$ cat src/esn_pkg.sv
/*
 * Constants for the event selection and notification block.
 * Assumes a single 100 MHz clock domain.
 */
package esn_pkg;
    // ==========================================================
    // Event type codes (selector values)
    localparam int ESN_NUM_EVT = 41;
    localparam int ESN_SEL_W = 6;
    localparam logic [5:0] EV_ACQ_TRIG = 6'h00;
    localparam logic [5:0] EV_ACQ_BEGIN = 6'h01;
    localparam logic [5:0] EV_ACQ_FINISH = 6'h02;
    localparam logic [5:0] EV_ACQ_XFER_BEGIN = 6'h03;
    localparam logic [5:0] EV_ACQ_XFER_FINISH = 6'h04;
    localparam logic [5:0] EV_ACQ_FAULT = 6'h05;
    localparam logic [5:0] EV_IMG_TRIG = 6'h06;
    localparam logic [5:0] EV_IMG_BEGIN = 6'h07;
    localparam logic [5:0] EV_IMG_FINISH = 6'h08;
    localparam logic [5:0] EV_BURST_BEGIN = 6'h09;
    localparam logic [5:0] EV_BURST_FINISH = 6'h0a;
    localparam logic [5:0] EV_IMG_XFER_BEGIN = 6'h0b;
    localparam logic [5:0] EV_IMG_XFER_FINISH = 6'h0c;
    localparam logic [5:0] EV_EXPO_BEGIN = 6'h0d;
    localparam logic [5:0] EV_EXPO_FINISH = 6'h0e;
    localparam logic [5:0] EV_XFER_BEGIN = 6'h0f;
    localparam logic [5:0] EV_XFER_FINISH = 6'h10;
    localparam logic [5:0] EV_XFER_SUSPEND = 6'h11;
    localparam logic [5:0] EV_XFER_CONTINUE = 6'h12;
    localparam logic [5:0] EV_BLK_BEGIN = 6'h13;
    localparam logic [5:0] EV_BLK_FINISH = 6'h14;
    localparam logic [5:0] EV_BLK_TRIG = 6'h15;
    localparam logic [5:0] EV_XBURST_BEGIN = 6'h16;
    localparam logic [5:0] EV_XBURST_FINISH = 6'h17;
    localparam logic [5:0] EV_QUEUE_OVF = 6'h18;
    // Counters and timers: base + unit index
    localparam logic [5:0] EV_CNT_BEGIN0 = 6'h19;
    localparam logic [5:0] EV_CNT_FINISH0 = 6'h1b;
    localparam logic [5:0] EV_TMR_BEGIN0 = 6'h1d;
    localparam logic [5:0] EV_TMR_FINISH0 = 6'h1f;
    // Input lines: base + line index
    localparam logic [5:0] EV_IN_RISE0 = 6'h21;
    localparam logic [5:0] EV_IN_FALL0 = 6'h23;
    localparam logic [5:0] EV_IN_TOGGLE0 = 6'h25;
    localparam logic [5:0] EV_LATE_CMD = 6'h27;
    localparam logic [5:0] EV_LINK_RATE = 6'h28;
    localparam logic [5:0] EV_FAULT = 6'h29;
    localparam logic [5:0] EV_HANDOVER = 6'h2a;
    localparam int ESN_NUM_TYPES = 43;
    // Report queue depth
    localparam int ESN_QDEPTH = 16;
    localparam int ESN_QPTR_W = 4;
endpackage

$ cat src/esn_event_select_notify.sv
/*
 * Event select and notification: detects occurrences, gates each
 * type by its enable, queues reports to the host in order.
 * Assumes event sources on clk give one-cycle pulses; input lines
 * come from pins and are synchronised here.
 */
`timescale 1ns/1ps
`default_nettype none

// Contract
// RULE1: Selector picks event type for enable setting
// RULE2: Disabled selected type is never reported
// RULE3: Enabled type reports every occurrence; a repeat while the type still waits merges and sets rpt_lost
// RULE4: Line rise raises rise event
// RULE5: Line fall raises fall event
// RULE6: Any line transition raises toggle event
// RULE7: Counter begin raises per-counter event
// RULE8: Counter finish raises per-counter event
// RULE9: Timer begin raises per-timer event
// RULE10: Timer finish raises per-timer event
// RULE11: Late scheduled command raises late event
// RULE12: Link rate change raises event
// RULE13: Transfer queue overflow raises event
// RULE14: Exposure begin raises event
// RULE15: Exposure finish raises event
// RULE16: Frame trigger accepted raises event
// RULE17: Frame begin and finish raise events
// RULE18: Burst begin and finish raise events
// RULE19: Acquisition begin and finish raise events
// RULE20: Error during acquisition raises fault event
// RULE21: Transfer suspend and continue raise events
// RULE22: Block trigger accepted raises event
// RULE23: Line edges judged after input inversion
// RULE24: All enables off after reset
// RULE25: Gated pulses queued in occurrence order; code queues the lowest pending code first, one per cycle
module esn_event_select_notify
    import esn_pkg::*;
#(
    parameter int QDEPTH = ESN_QDEPTH,
    parameter int QPTR_W = ESN_QPTR_W
)
(
    input wire logic clk,
    input wire logic rst_n,
    // Selector and enable access
    input wire logic sel_wr,
    input wire logic [ESN_SEL_W-1:0] sel_wdata,
    output logic [ESN_SEL_W-1:0] event_source_select,
    input wire logic en_wr,
    input wire logic en_wdata,
    output logic event_report_enable,
    // Input lines (pins) and their inversion controls
    input wire logic [1:0] line_pin,
    input wire logic [1:0] line_invert,
    // Internal occurrence pulses
    input wire logic acq_trig_evt,
    input wire logic acq_begin_evt,
    input wire logic acq_finish_evt,
    input wire logic acq_xfer_begin_evt,
    input wire logic acq_xfer_finish_evt,
    input wire logic acq_error_seen,
    input wire logic acq_active,
    input wire logic image_trig_received_evt,
    input wire logic image_capture_begin_evt,
    input wire logic image_capture_finish_evt,
    input wire logic burst_begin_evt,
    input wire logic burst_finish_evt,
    input wire logic image_xfer_begin_evt,
    input wire logic image_xfer_finish_evt,
    input wire logic expo_begin_evt,
    input wire logic expo_finish_evt,
    input wire logic xfer_begin_evt,
    input wire logic xfer_finish_evt,
    input wire logic xfer_suspend_evt,
    input wire logic xfer_continue_evt,
    input wire logic blk_begin_evt,
    input wire logic blk_finish_evt,
    input wire logic block_trig_received_evt,
    input wire logic xburst_begin_evt,
    input wire logic xburst_finish_evt,
    input wire logic xfer_queue_overflow_evt,
    input wire logic [1:0] cnt_begin_evt,
    input wire logic [1:0] cnt_finish_evt,
    input wire logic [1:0] tmr_begin_evt,
    input wire logic [1:0] tmr_finish_evt,
    input wire logic late_scheduled_cmd_evt,
    input wire logic link_rate_change_evt,
    input wire logic fault_evt,
    input wire logic controller_handover_evt,
    // Report stream toward the host
    output logic rpt_valid,
    output logic [ESN_SEL_W-1:0] rpt_code,
    input wire logic rpt_ready,
    output logic rpt_lost
);
    // ==========================================================
    // Line synchronisers and edge detection
    logic [1:0] line_s1_reg;
    logic [1:0] line_s2_reg;
    logic [1:0] line_prev_reg;
    logic line_primed_reg;
    logic [1:0] line_lvl;
    logic [1:0] line_rise;
    logic [1:0] line_fall;

    // Inverted synchronised level feeds the edge detect
    assign line_lvl = line_s2_reg ^ line_invert; // [RULE23]

    // Two-stage pin capture, previous level and priming flag
    always_ff @(posedge clk or negedge rst_n)
    begin
        if (!rst_n)
        begin
            line_s1_reg <= 2'h0;
            line_s2_reg <= 2'h0;
            line_prev_reg <= 2'h0;
            line_primed_reg <= 1'b0;
        end
        else
        begin
            line_s1_reg <= line_pin;
            line_s2_reg <= line_s1_reg;
            line_prev_reg <= line_lvl;
            line_primed_reg <= 1'b1;
        end
    end

    assign line_rise = line_primed_reg ? (line_lvl & ~line_prev_reg) : 2'h0; // [RULE4]
    assign line_fall = line_primed_reg ? (~line_lvl & line_prev_reg) : 2'h0; // [RULE5]

    // ==========================================================
    // Occurrence vector indexed by event code
    logic [ESN_NUM_TYPES-1:0] occ;
    logic acq_fault_pulse;

    // Fault only counts while acquisition runs
    assign acq_fault_pulse = acq_error_seen & acq_active; // [RULE20]

    always_comb
    begin
        occ = '0;
        occ[EV_ACQ_TRIG] = acq_trig_evt;
        occ[EV_ACQ_BEGIN] = acq_begin_evt; // [RULE19]
        occ[EV_ACQ_FINISH] = acq_finish_evt; // [RULE19]
        occ[EV_ACQ_XFER_BEGIN] = acq_xfer_begin_evt;
        occ[EV_ACQ_XFER_FINISH] = acq_xfer_finish_evt;
        occ[EV_ACQ_FAULT] = acq_fault_pulse; // [RULE20]
        occ[EV_IMG_TRIG] = image_trig_received_evt; // [RULE16]
        occ[EV_IMG_BEGIN] = image_capture_begin_evt; // [RULE17]
        occ[EV_IMG_FINISH] = image_capture_finish_evt; // [RULE17]
        occ[EV_BURST_BEGIN] = burst_begin_evt; // [RULE18]
        occ[EV_BURST_FINISH] = burst_finish_evt; // [RULE18]
        occ[EV_IMG_XFER_BEGIN] = image_xfer_begin_evt;
        occ[EV_IMG_XFER_FINISH] = image_xfer_finish_evt;
        occ[EV_EXPO_BEGIN] = expo_begin_evt; // [RULE14]
        occ[EV_EXPO_FINISH] = expo_finish_evt; // [RULE15]
        occ[EV_XFER_BEGIN] = xfer_begin_evt;
        occ[EV_XFER_FINISH] = xfer_finish_evt;
        occ[EV_XFER_SUSPEND] = xfer_suspend_evt; // [RULE21]
        occ[EV_XFER_CONTINUE] = xfer_continue_evt; // [RULE21]
        occ[EV_BLK_BEGIN] = blk_begin_evt;
        occ[EV_BLK_FINISH] = blk_finish_evt;
        occ[EV_BLK_TRIG] = block_trig_received_evt; // [RULE22]
        occ[EV_XBURST_BEGIN] = xburst_begin_evt;
        occ[EV_XBURST_FINISH] = xburst_finish_evt;
        occ[EV_QUEUE_OVF] = xfer_queue_overflow_evt; // [RULE13]
        for (int u = 0; u < 2; u++)
        begin
            occ[EV_CNT_BEGIN0 + u] = cnt_begin_evt[u]; // [RULE7]
            occ[EV_CNT_FINISH0 + u] = cnt_finish_evt[u]; // [RULE8]
            occ[EV_TMR_BEGIN0 + u] = tmr_begin_evt[u]; // [RULE9]
            occ[EV_TMR_FINISH0 + u] = tmr_finish_evt[u]; // [RULE10]
            occ[EV_IN_RISE0 + u] = line_rise[u]; // [RULE4]
            occ[EV_IN_FALL0 + u] = line_fall[u]; // [RULE5]
            occ[EV_IN_TOGGLE0 + u] = line_rise[u] | line_fall[u]; // [RULE6]
        end
        occ[EV_LATE_CMD] = late_scheduled_cmd_evt; // [RULE11]
        occ[EV_LINK_RATE] = link_rate_change_evt; // [RULE12]
        occ[EV_FAULT] = fault_evt;
        occ[EV_HANDOVER] = controller_handover_evt;
    end

    // ==========================================================
    // Selector and per-type enables
    logic [ESN_SEL_W-1:0] sel_reg;
    logic [ESN_NUM_TYPES-1:0] en_reg;
    logic sel_in_range;
    logic [ESN_SEL_W-1:0] sel_next;
    logic [ESN_NUM_TYPES-1:0] en_next;

    assign sel_in_range = (sel_wdata < ESN_SEL_W'(ESN_NUM_TYPES));

    // Next selector (out-of-range codes ignored); enable write uses old selector
    assign sel_next = (sel_wr && sel_in_range) ? sel_wdata : sel_reg; // [RULE1]
    always_comb
    begin
        en_next = en_reg;
        if (en_wr)
            en_next[sel_reg] = en_wdata; // [RULE1]
    end

    // Selector, enables and registered view of the selected enable
    always_ff @(posedge clk or negedge rst_n)
    begin
        if (!rst_n)
        begin
            sel_reg <= 6'h00;
            en_reg <= '0; // [RULE24]
            event_report_enable <= 1'b0;
        end
        else
        begin
            sel_reg <= sel_next; // [RULE1]
            en_reg <= en_next;
            event_report_enable <= en_next[sel_next];
        end
    end

    assign event_source_select = sel_reg;

    // ==========================================================
    // Gating and pending bits, lowest code served first
    logic [ESN_NUM_TYPES-1:0] gated;
    logic [ESN_NUM_TYPES-1:0] pend_reg;
    logic [ESN_NUM_TYPES-1:0] pend_all;
    logic [ESN_NUM_TYPES-1:0] take_mask;
    logic [ESN_SEL_W-1:0] take_code;
    logic take_any;
    logic q_full;
    logic q_push;
    logic [ESN_NUM_TYPES-1:0] take_clr;

    assign gated = occ & en_reg; // [RULE2] [RULE3]
    assign pend_all = pend_reg | gated;

    // Pick one pending type per cycle
    always_comb
    begin
        take_mask = '0;
        take_code = 6'h00;
        take_any = 1'b0;
        for (int i = ESN_NUM_TYPES - 1; i >= 0; i--)
        begin
            if (pend_all[i])
            begin
                take_code = ESN_SEL_W'(i);
                take_any = 1'b1;
                take_mask = '0;
                take_mask[i] = 1'b1;
            end
        end
    end

    assign q_push = take_any && !q_full; // [RULE25]
    assign take_clr = q_push ? take_mask : '0;

    // Pending bits: a new pulse of the type queued now waits again (set wins),
    // a repeat of a type still waiting merges and is flagged
    always_ff @(posedge clk or negedge rst_n)
    begin
        if (!rst_n)
        begin
            pend_reg <= '0;
            rpt_lost <= 1'b0;
        end
        else
        begin
            pend_reg <= ((pend_all & ~take_clr) | (pend_reg & gated)) & en_next; // [RULE3]
            rpt_lost <= |(pend_reg & gated & ~take_clr);
        end
    end

    // ==========================================================
    // Report queue in order of push
    logic [ESN_SEL_W-1:0] q_mem [QDEPTH];
    logic [QPTR_W:0] wr_ptr_reg;
    logic [QPTR_W:0] rd_ptr_reg;
    logic q_pop;
    logic q_empty;

    assign q_empty = (wr_ptr_reg == rd_ptr_reg);
    assign q_full = (wr_ptr_reg[QPTR_W-1:0] == rd_ptr_reg[QPTR_W-1:0]) &&
                    (wr_ptr_reg[QPTR_W] != rd_ptr_reg[QPTR_W]);
    assign q_pop = !q_empty && (!rpt_valid || rpt_ready);

    always_ff @(posedge clk)
    begin
        if (q_push)
            q_mem[wr_ptr_reg[QPTR_W-1:0]] <= take_code; // [RULE25]
    end

    // Pointers and output register
    always_ff @(posedge clk or negedge rst_n)
    begin
        if (!rst_n)
        begin
            wr_ptr_reg <= '0;
            rd_ptr_reg <= '0;
            rpt_valid <= 1'b0;
            rpt_code <= 6'h00;
        end
        else
        begin
            if (q_push)
                wr_ptr_reg <= wr_ptr_reg + 1'b1;
            if (q_pop)
            begin
                rd_ptr_reg <= rd_ptr_reg + 1'b1;
                rpt_code <= q_mem[rd_ptr_reg[QPTR_W-1:0]];
                rpt_valid <= 1'b1;
            end
            else if (rpt_ready)
                rpt_valid <= 1'b0;
        end
    end

    // ==========================================================
    // Checks
    AST_RESET_OFF: assert property (@(posedge clk) $rose(rst_n) |-> en_reg == '0) // [RULE24]
        else $error("enables not off after reset");
    AST_SEL_WRITE: assert property (@(posedge clk) disable iff (!rst_n)
        sel_wr && sel_in_range |=> event_source_select == $past(sel_wdata)) // [RULE1]
        else $error("selector write not taken");
    AST_NO_REPORT_OFF: assert property (@(posedge clk) disable iff (!rst_n)
        q_push |-> en_reg[take_code]) // [RULE2]
        else $error("disabled type queued");
    AST_REPORT_ON: assert property (@(posedge clk) disable iff (!rst_n)
        gated != '0 |=> pend_reg != '0 || $past(q_push)) // [RULE3]
        else $error("enabled occurrence dropped");
    AST_RISE: assert property (@(posedge clk) disable iff (!rst_n)
        line_primed_reg && line_lvl[0] && !line_prev_reg[0] |-> occ[EV_IN_RISE0]) // [RULE4]
        else $error("rise on line 0 missed");
    AST_FALL: assert property (@(posedge clk) disable iff (!rst_n)
        line_primed_reg && !line_lvl[1] && line_prev_reg[1] |-> occ[EV_IN_FALL0 + 1]) // [RULE5]
        else $error("fall on line 1 missed");
    AST_TOGGLE: assert property (@(posedge clk) disable iff (!rst_n)
        line_primed_reg && $changed(line_lvl[0]) |-> occ[EV_IN_TOGGLE0]) // [RULE6]
        else $error("toggle on line 0 missed");
    AST_INVERT: assert property (@(posedge clk) disable iff (!rst_n)
        line_primed_reg && $stable(line_s2_reg[0]) && $changed(line_invert[0])
        |-> occ[EV_IN_TOGGLE0]) // [RULE23]
        else $error("inversion change gave no edge");
    AST_FAULT_GATE: assert property (@(posedge clk) disable iff (!rst_n)
        occ[EV_ACQ_FAULT] |-> acq_active) // [RULE20]
        else $error("fault outside acquisition");
    AST_ORDER: assert property (@(posedge clk) disable iff (!rst_n)
        q_pop |=> rpt_valid && rpt_code == $past(q_mem[rd_ptr_reg[QPTR_W-1:0]])) // [RULE25]
        else $error("queue order broken");
endmodule

`default_nettype wire

$ cat config.mk
export PLATFORM = sky130hd
export DESIGN_NAME = esn_event_select_notify
export DESIGN_NICKNAME = d
export VERILOG_FILES = /design/src/esn_pkg.sv /design/src/esn_event_select_notify.sv
export SDC_FILE = /design/constraint.sdc
export NUM_CORES = 1
export LEC_CHECK = 0
export ABC_CLOCK_PERIOD_IN_PS = 7750
export BUFFER_PORTS_ARGS = -buffer_cell sky130_fd_sc_hd__buf_4
export CAP_MARGIN = 25
export CORE_MARGIN = 4
export CORE_UTILIZATION = 49
export CTS_CLUSTER_SIZE = 28
export DETAILED_ROUTE_END_ITERATION = 16
export GPL_ROUTABILITY_DRIVEN = 0
export HOLD_SLACK_MARGIN = 0.03
export MAX_ROUTING_LAYER = met4
export PLACE_DENSITY = 0.66
export SLEW_MARGIN = 20
export SYNTH_ARGS = -nofsm -noshare
export SYNTH_HDL_FRONTEND = slang
export SYNTH_SLANG_ARGS = --single-unit
$ cat constraint.sdc
create_clock -name clk -period 7.75 [get_ports clk]
set_clock_uncertainty 0.15 [all_clocks]
set_input_delay 0.3875 -clock clk [delete_from_list [all_inputs] [get_ports clk]]
set_output_delay 0.3875 -clock clk [all_outputs]
set_load 0.02 [all_outputs]
Yosys cells after proc, flatten, opt, wreduce, memory -nomap -nowiden
Memories as Yosys holds them, arrays and structs flattened. A register that Yosys moved wholly into a read port is not among the register bits. Index checks and enable logic that the tools add are counted.

Flip-flop bits (word level): 112. Memory bits (writable): 96. Output and inout bits: 15. Word-level logic and storage cells: 193. Memories: 1.

Add/subtract/negate cells: 2. Order comparisons: 4. Equality and inequality tests: 3. Mux-type cells: 143. Bitwise gates (word level): 16. Reductions and logical operators: 12.

Memory list: q_mem (words 16, width 6, rd ports 1, clocked after Yosys merged registers in 1, wr ports 1, RTL line esn_event_select_notify.sv:275) `logic [ESN_SEL_W-1:0] q_mem [QDEPTH];`.

Operator list (count): $mux W43 (45); $mux W6 (44); $and A43 B43 Y43 (5); $or A43 B43 Y43 (2); $mux W1 (49); $bwmux W43 (1); $not A43 Y43 (1); $reduce_or A43 Y1 (1); $lt A6 B7 Y1 const B (2); $add A5 B1 Y5 const B (2); $bmux W1 S6 (1); $demux W1 S6 (1); $ge A6 B1 Y1 const B (1); $lt A6 B6 Y1 const B (1); $eq A5 B5 Y1 (1); $logic_and A1 B1 Y1 (5); $and A2 B2 Y2 (2); $eq A4 B4 Y1 (1); $logic_not A1 Y1 (4); $mux W2 (2); $not A2 Y2 (2); $or A1 B1 Y1 (2); $reduce_bool A2 Y1 (1); $xor A2 B2 Y2 (1); 3 further kinds (3).

Logic depth before layout (Yosys ltp)
Depth in word-level cells: 56. Gate-level depth with buffers: 12. Mapped depth without buffers: 9.

Least setup slack after synthesis
No wires, ideal clock.

Path kind: register to register. From: register line_primed_reg. To: memory q_mem[3][0] (enable). Library setup time: 377 ps. Arrival time: 2464 ps. Path slack: 4759 ps. Stages on the path, launching flop included: 11. Path buffers: 3. Cells stage by stage: dfrtp_1 clkbuf_1 nand2_1 o31ai_1 nor3_1 nand4_1 and2_1 buf_2 buf_2 nand2_1 nor3_1.

Word-level cells in the longest chain between the ends: 46. Elaborated cells on any way between the ends: 48. Those cells by class: 43 x mux; 4 x bitwise; 1 x reduce/logical.

RTL lines: start, declared (RTL line esn_event_select_notify.sv:101) `logic line_primed_reg;`; start signal, assigned (RTL line esn_event_select_notify.sv:117) `line_primed_reg <= 1'b0;`; start signal, assigned (RTL line esn_event_select_notify.sv:124) `line_primed_reg <= 1'b1;`; $mux W2 (on tied branches) (RTL line esn_event_select_notify.sv:128, esn_event_select_notify.sv:129); $or A1 B1 Y1 (RTL line esn_event_select_notify.sv:175) `occ[EV_IN_TOGGLE0 + u] = line_rise[u] | line_fall[u];`; $and A43 B43 Y43 (*) (RTL line esn_event_select_notify.sv:233) `assign gated = occ & en_reg;`; $or A43 B43 Y43 (*) (RTL line esn_event_select_notify.sv:234) `assign pend_all = pend_reg | gated;`; $mux W1 (5 in series) (RTL line esn_event_select_notify.sv:244) `if (pend_all[i])`; $mux W1 (*) (34 in series) (RTL line esn_event_select_notify.sv:244); $logic_and A1 B1 Y1 (*) (RTL line esn_event_select_notify.sv:254) `assign q_push = take_any && !q_full;`; $mux W1 (*) (RTL line esn_event_select_notify.sv:288) `if (q_push)`; $mux W1 (implied by the code) (*) (RTL line esn_event_select_notify.sv:289) `q_mem[wr_ptr_reg[QPTR_W-1:0]] <= take_code;`; end, declared (RTL line esn_event_select_notify.sv:275).

Mark *: on every way between the ends. The rest lies on a longest branch, timed or not.

Final worst setup path
From: register line_s2_reg[0]. To: memory q_mem[3][2] (enable).

Word-level cells in the longest chain between the ends: 48. Elaborated cells on any way between the ends: 50. Those cells by class: 42 x mux; 7 x bitwise; 1 x reduce/logical.

RTL lines: start, declared (RTL line esn_event_select_notify.sv:99) `logic [1:0] line_s2_reg;`; start signal, assigned (RTL line esn_event_select_notify.sv:122) `line_s2_reg <= line_s1_reg;`; $xor A2 B2 Y2 (*) (RTL line esn_event_select_notify.sv:107) `assign line_lvl = line_s2_reg ^ line_invert;`; $not A2 Y2 (RTL line esn_event_select_notify.sv:129) `assign line_fall = line_primed_reg ? (~line_lvl & line_prev_reg) : 2'h0;`; $and A2 B2 Y2 (RTL line esn_event_select_notify.sv:129); $mux W2 (RTL line esn_event_select_notify.sv:129); $or A1 B1 Y1 (RTL line esn_event_select_notify.sv:175); $and A43 B43 Y43 (*) (RTL line esn_event_select_notify.sv:233); $or A43 B43 Y43 (*) (RTL line esn_event_select_notify.sv:234); $mux W1 (4 in series) (RTL line esn_event_select_notify.sv:244); $mux W1 (*) (34 in series) (RTL line esn_event_select_notify.sv:244); $logic_and A1 B1 Y1 (*) (RTL line esn_event_select_notify.sv:254); $mux W1 (*) (RTL line esn_event_select_notify.sv:288); $mux W1 (implied by the code) (*) (RTL line esn_event_select_notify.sv:289).

Marks and branches as above.

==> results.toml <==
[setup_path]
path_class = "flop to flop"
reg2reg_slack_ps = 4000
crit_start = "line_s2_reg[0]$_DFF_PN0_"
worst-path-max-fanout = 17
critPathArrivalTime_ps = 3750
r2r_end = "q_mem[3][2]$_DFFE_PP_"
cp.required_ps = 7750
r2r_cells = 7
rr_startpoint = "line_s2_reg[0]$_DFF_PN0_"
worstSetupEndpoint = "q_mem[3][2]$_DFFE_PP_"
cp-start-kind = "flop"
crit_path_end_kind = "flop"

[route]
drt_iter0_drc = 769
vias = 8191
wl_per_cell_um = 22.5
final_antenna_net_count = 0
firstDrtPassIters = 6
drc = 0
wl_um = 30400
viasPerCell = 6.06

[placed_design]
hpwl_um = 21900
dp.cells = 1299
portBuffers = 68

[floorplanning]
start_util_pct = 50.5
coreArea_sq_mm = 0.0221
dieWidth_um = 159
ioPinCount = 69
rows = 54
die_area_sq_mm = 0.0252
dieHeight_um = 159

[cells_and_area]
layout-drive-gt1-share_pct = 19.8
utilization_pct = 58.3
layout.cells.non_filler = 1352
antenna-diode-count = 0
synthToLayoutAreaGrowth_pct = 15.6
largest_reg_flops = 96
fin_nets = 1115

[clock_network]
cts_resized = 0
clock-sinks = 214
clk_path_buf_depth = 3
clk_pin_slew_ps = 60
htreeDepth = 1
cts_setup_buffers = 0
cts_root_buf = "clkbuf_16"
cts_buffers = 24
clock_latency_ps = 530
ctsHoldBuffers = 9
cts_tree = "done"

[yosys]
synth_compound_area_share_pct = 10.7
synth_flop_cell = "dfrtp_1"
ys_types = 81
syn-num-nets = 1034
synth_edf_count = 96
synth_xor_area_share_pct = 1.62
synth_top_family_by_area = "simple AND/OR/NAND/NOR gates"
synth_fa_ha_area_share_pct = 2.45
synth_top_area_share_pct = 26.5
synth_top_cell_by_area = "dfrtp_1"
synth_warnings = 0
synth_area_sq_mm = 0.0112
synth_most_common_cell = "dfrtp_1"
synth_simple_gate_area_share_pct = 16.1
synth.avg_cell_area_sq_um = 11.4
synth_commonest_cells = "dfrtp_1, nand2_1, edfxtp_1, nor2_1, inv_1"
async_reset_ff_share_pct = 55.1
synth.yosys.seq_area_share_pct = 52.3
ys_ff_latch = 214
synth_cells = 975
synth_mux_area_share_pct = 13.5
synth.area.top_cells = "dfrtp_1, edfxtp_1, mux4_2"

[timing]
fin_crit_ps = 3750
max_clock_freq_ghz = 0.267
fin_crit_sh_pct = 48.3
tns_ps = 0
rsz0062_at_grt = "no"
finalHoldViolCount = 0
final_max_slew_viol_count = 0
finalSetupViolations = 0
whs_ps = 52.3
slew_headroom_pct = 27.3
worstMarginPinSlew_ps = 1090

[power]
power_density_mw_per_mm2 = 375
max-vdd-ir-drop_mv = 0.191
p_leak_nw = 5.39
power.total_mw = 4.84

[min_path]
worstHoldStart = "xfer_finish_evt"
whs_path_depth = 3
min_path_type = "input pin to flop"

[run_status]
status = "finished, final reports clean"

[grt]
grt_pass1_wl_um = 47300
grt_max_degree = 74
grt_pass1_vias = 8083
antenna_found_initial = 0
overflow = 0
grt_use_total_pct = 24.6

[flow_run]
max_cap_violations = 0
[cells in the final DEF, fill, tap and decap left out, types with 4 or more instances in the layout]
| master | n |
|---|---|
| a21oi_2 | 11 |
| and2_1 | 38 |
| nand3_1 | 28 |
| mux2_2 | 12 |
| or2_2 | 6 |
| o311ai_0 | 5 |
| ha_1 | 5 |
| mux2i_1 | 56 |
| buf_4 | 77 |
| nor3_1 | 13 |
| inv_1 | 62 |
| o21bai_1 | 4 |
| mux4_2 | 35 |
| clkbuf_1 | 4 |
| a21oi_1 | 60 |
| o2111ai_1 | 4 |
| clkbuf_16 | 24 |
| nor2_1 | 82 |
| o31ai_1 | 9 |
| dlygate4sd3_1 | 9 |
| dfrtp_1 | 118 |
| nand4_1 | 20 |
| nand4b_1 | 4 |
| and3_1 | 4 |
| edfxtp_1 | 96 |
| nand2b_1 | 6 |
| o21ai_0 | 22 |
| a31oi_1 | 11 |
| o211ai_1 | 8 |
| xnor2_1 | 10 |
| nand3b_1 | 4 |
| clkbuf_8 | 4 |
| clkinv_2 | 4 |
| nand2_1 | 100 |
| maj3_1 | 21 |
[report_power, final]
part / internal, mW / switching, mW
logic: 0.711 / 1.18
registers: 1.62 / 0.210
clock network: 0.672 / 0.453
total: 3.00 / 1.84
[worst min path at each step]
stage	slack, ps	end
after floorplan	-60	en_reg[0]$_DFF_PN0_
after global routing	40	pend_reg[16]$_DFF_PN0_
after global placement	180	line_s2_reg[1]$_DFF_PN0_
after detailed placement	190	line_s2_reg[1]$_DFF_PN0_
final	50	pend_reg[16]$_DFF_PN0_
after CTS	30	line_prev_reg[0]$_DFF_PN0_
[kinds of logic (layout without fill, tap and decap cells)]
family / count (synthesis) / in the layout
AND/OR/NAND/NOR: 343 / 343
flip-flops: 214 / 214
AO/OA/AOI/OAI: 175 / 175
multiplexers: 105 / 105
buffers and inverters: 95 / 192
adder cells (fa/ha/maj): 26 / 26
XOR/XNOR: 16 / 16
other: 1 / 1
[final cells by class]
class | instances | area (sq um)
Tap cell | 280 | 350
Multi-Input combinational cell | 666 | 5000
Clock inverter | 10 | 111
Fill cell | 1820 | 9200
Sequential cell | 214 | 5840
Clock buffer | 32 | 671
Inverter | 62 | 233
Timing Repair Buffer | 88 | 693
[per-layer routing]
layer	GRT usage [%]	part of all wire (%)	up-vias
met2	39.4	49	325
met3	4.30	7.1	58
li1	-	-	3762
met4	7.10	3.0	0
met1	32.7	41	4046
met5	-	0	-
[worst max-delay path: stages (launching register included)]
cell and delay [ps]:
dfrtp_1 420, xnor2_4 180, o31ai_1 580, nor3_1 160, nand4_1 310, and2_1 570
nand2_1 280, nor3_1 720
[stage by stage]
stage	area [sq um]	setup WS, ps
2_1_floorplan	11200	4760
6_report	12900	4000
3_5_place_dp	12000	3920
3_3_place_gp	12000	3950
4_1_cts	12900	4020
5_1_grt	12900	3690
Power figures use the tool's default switching activity.
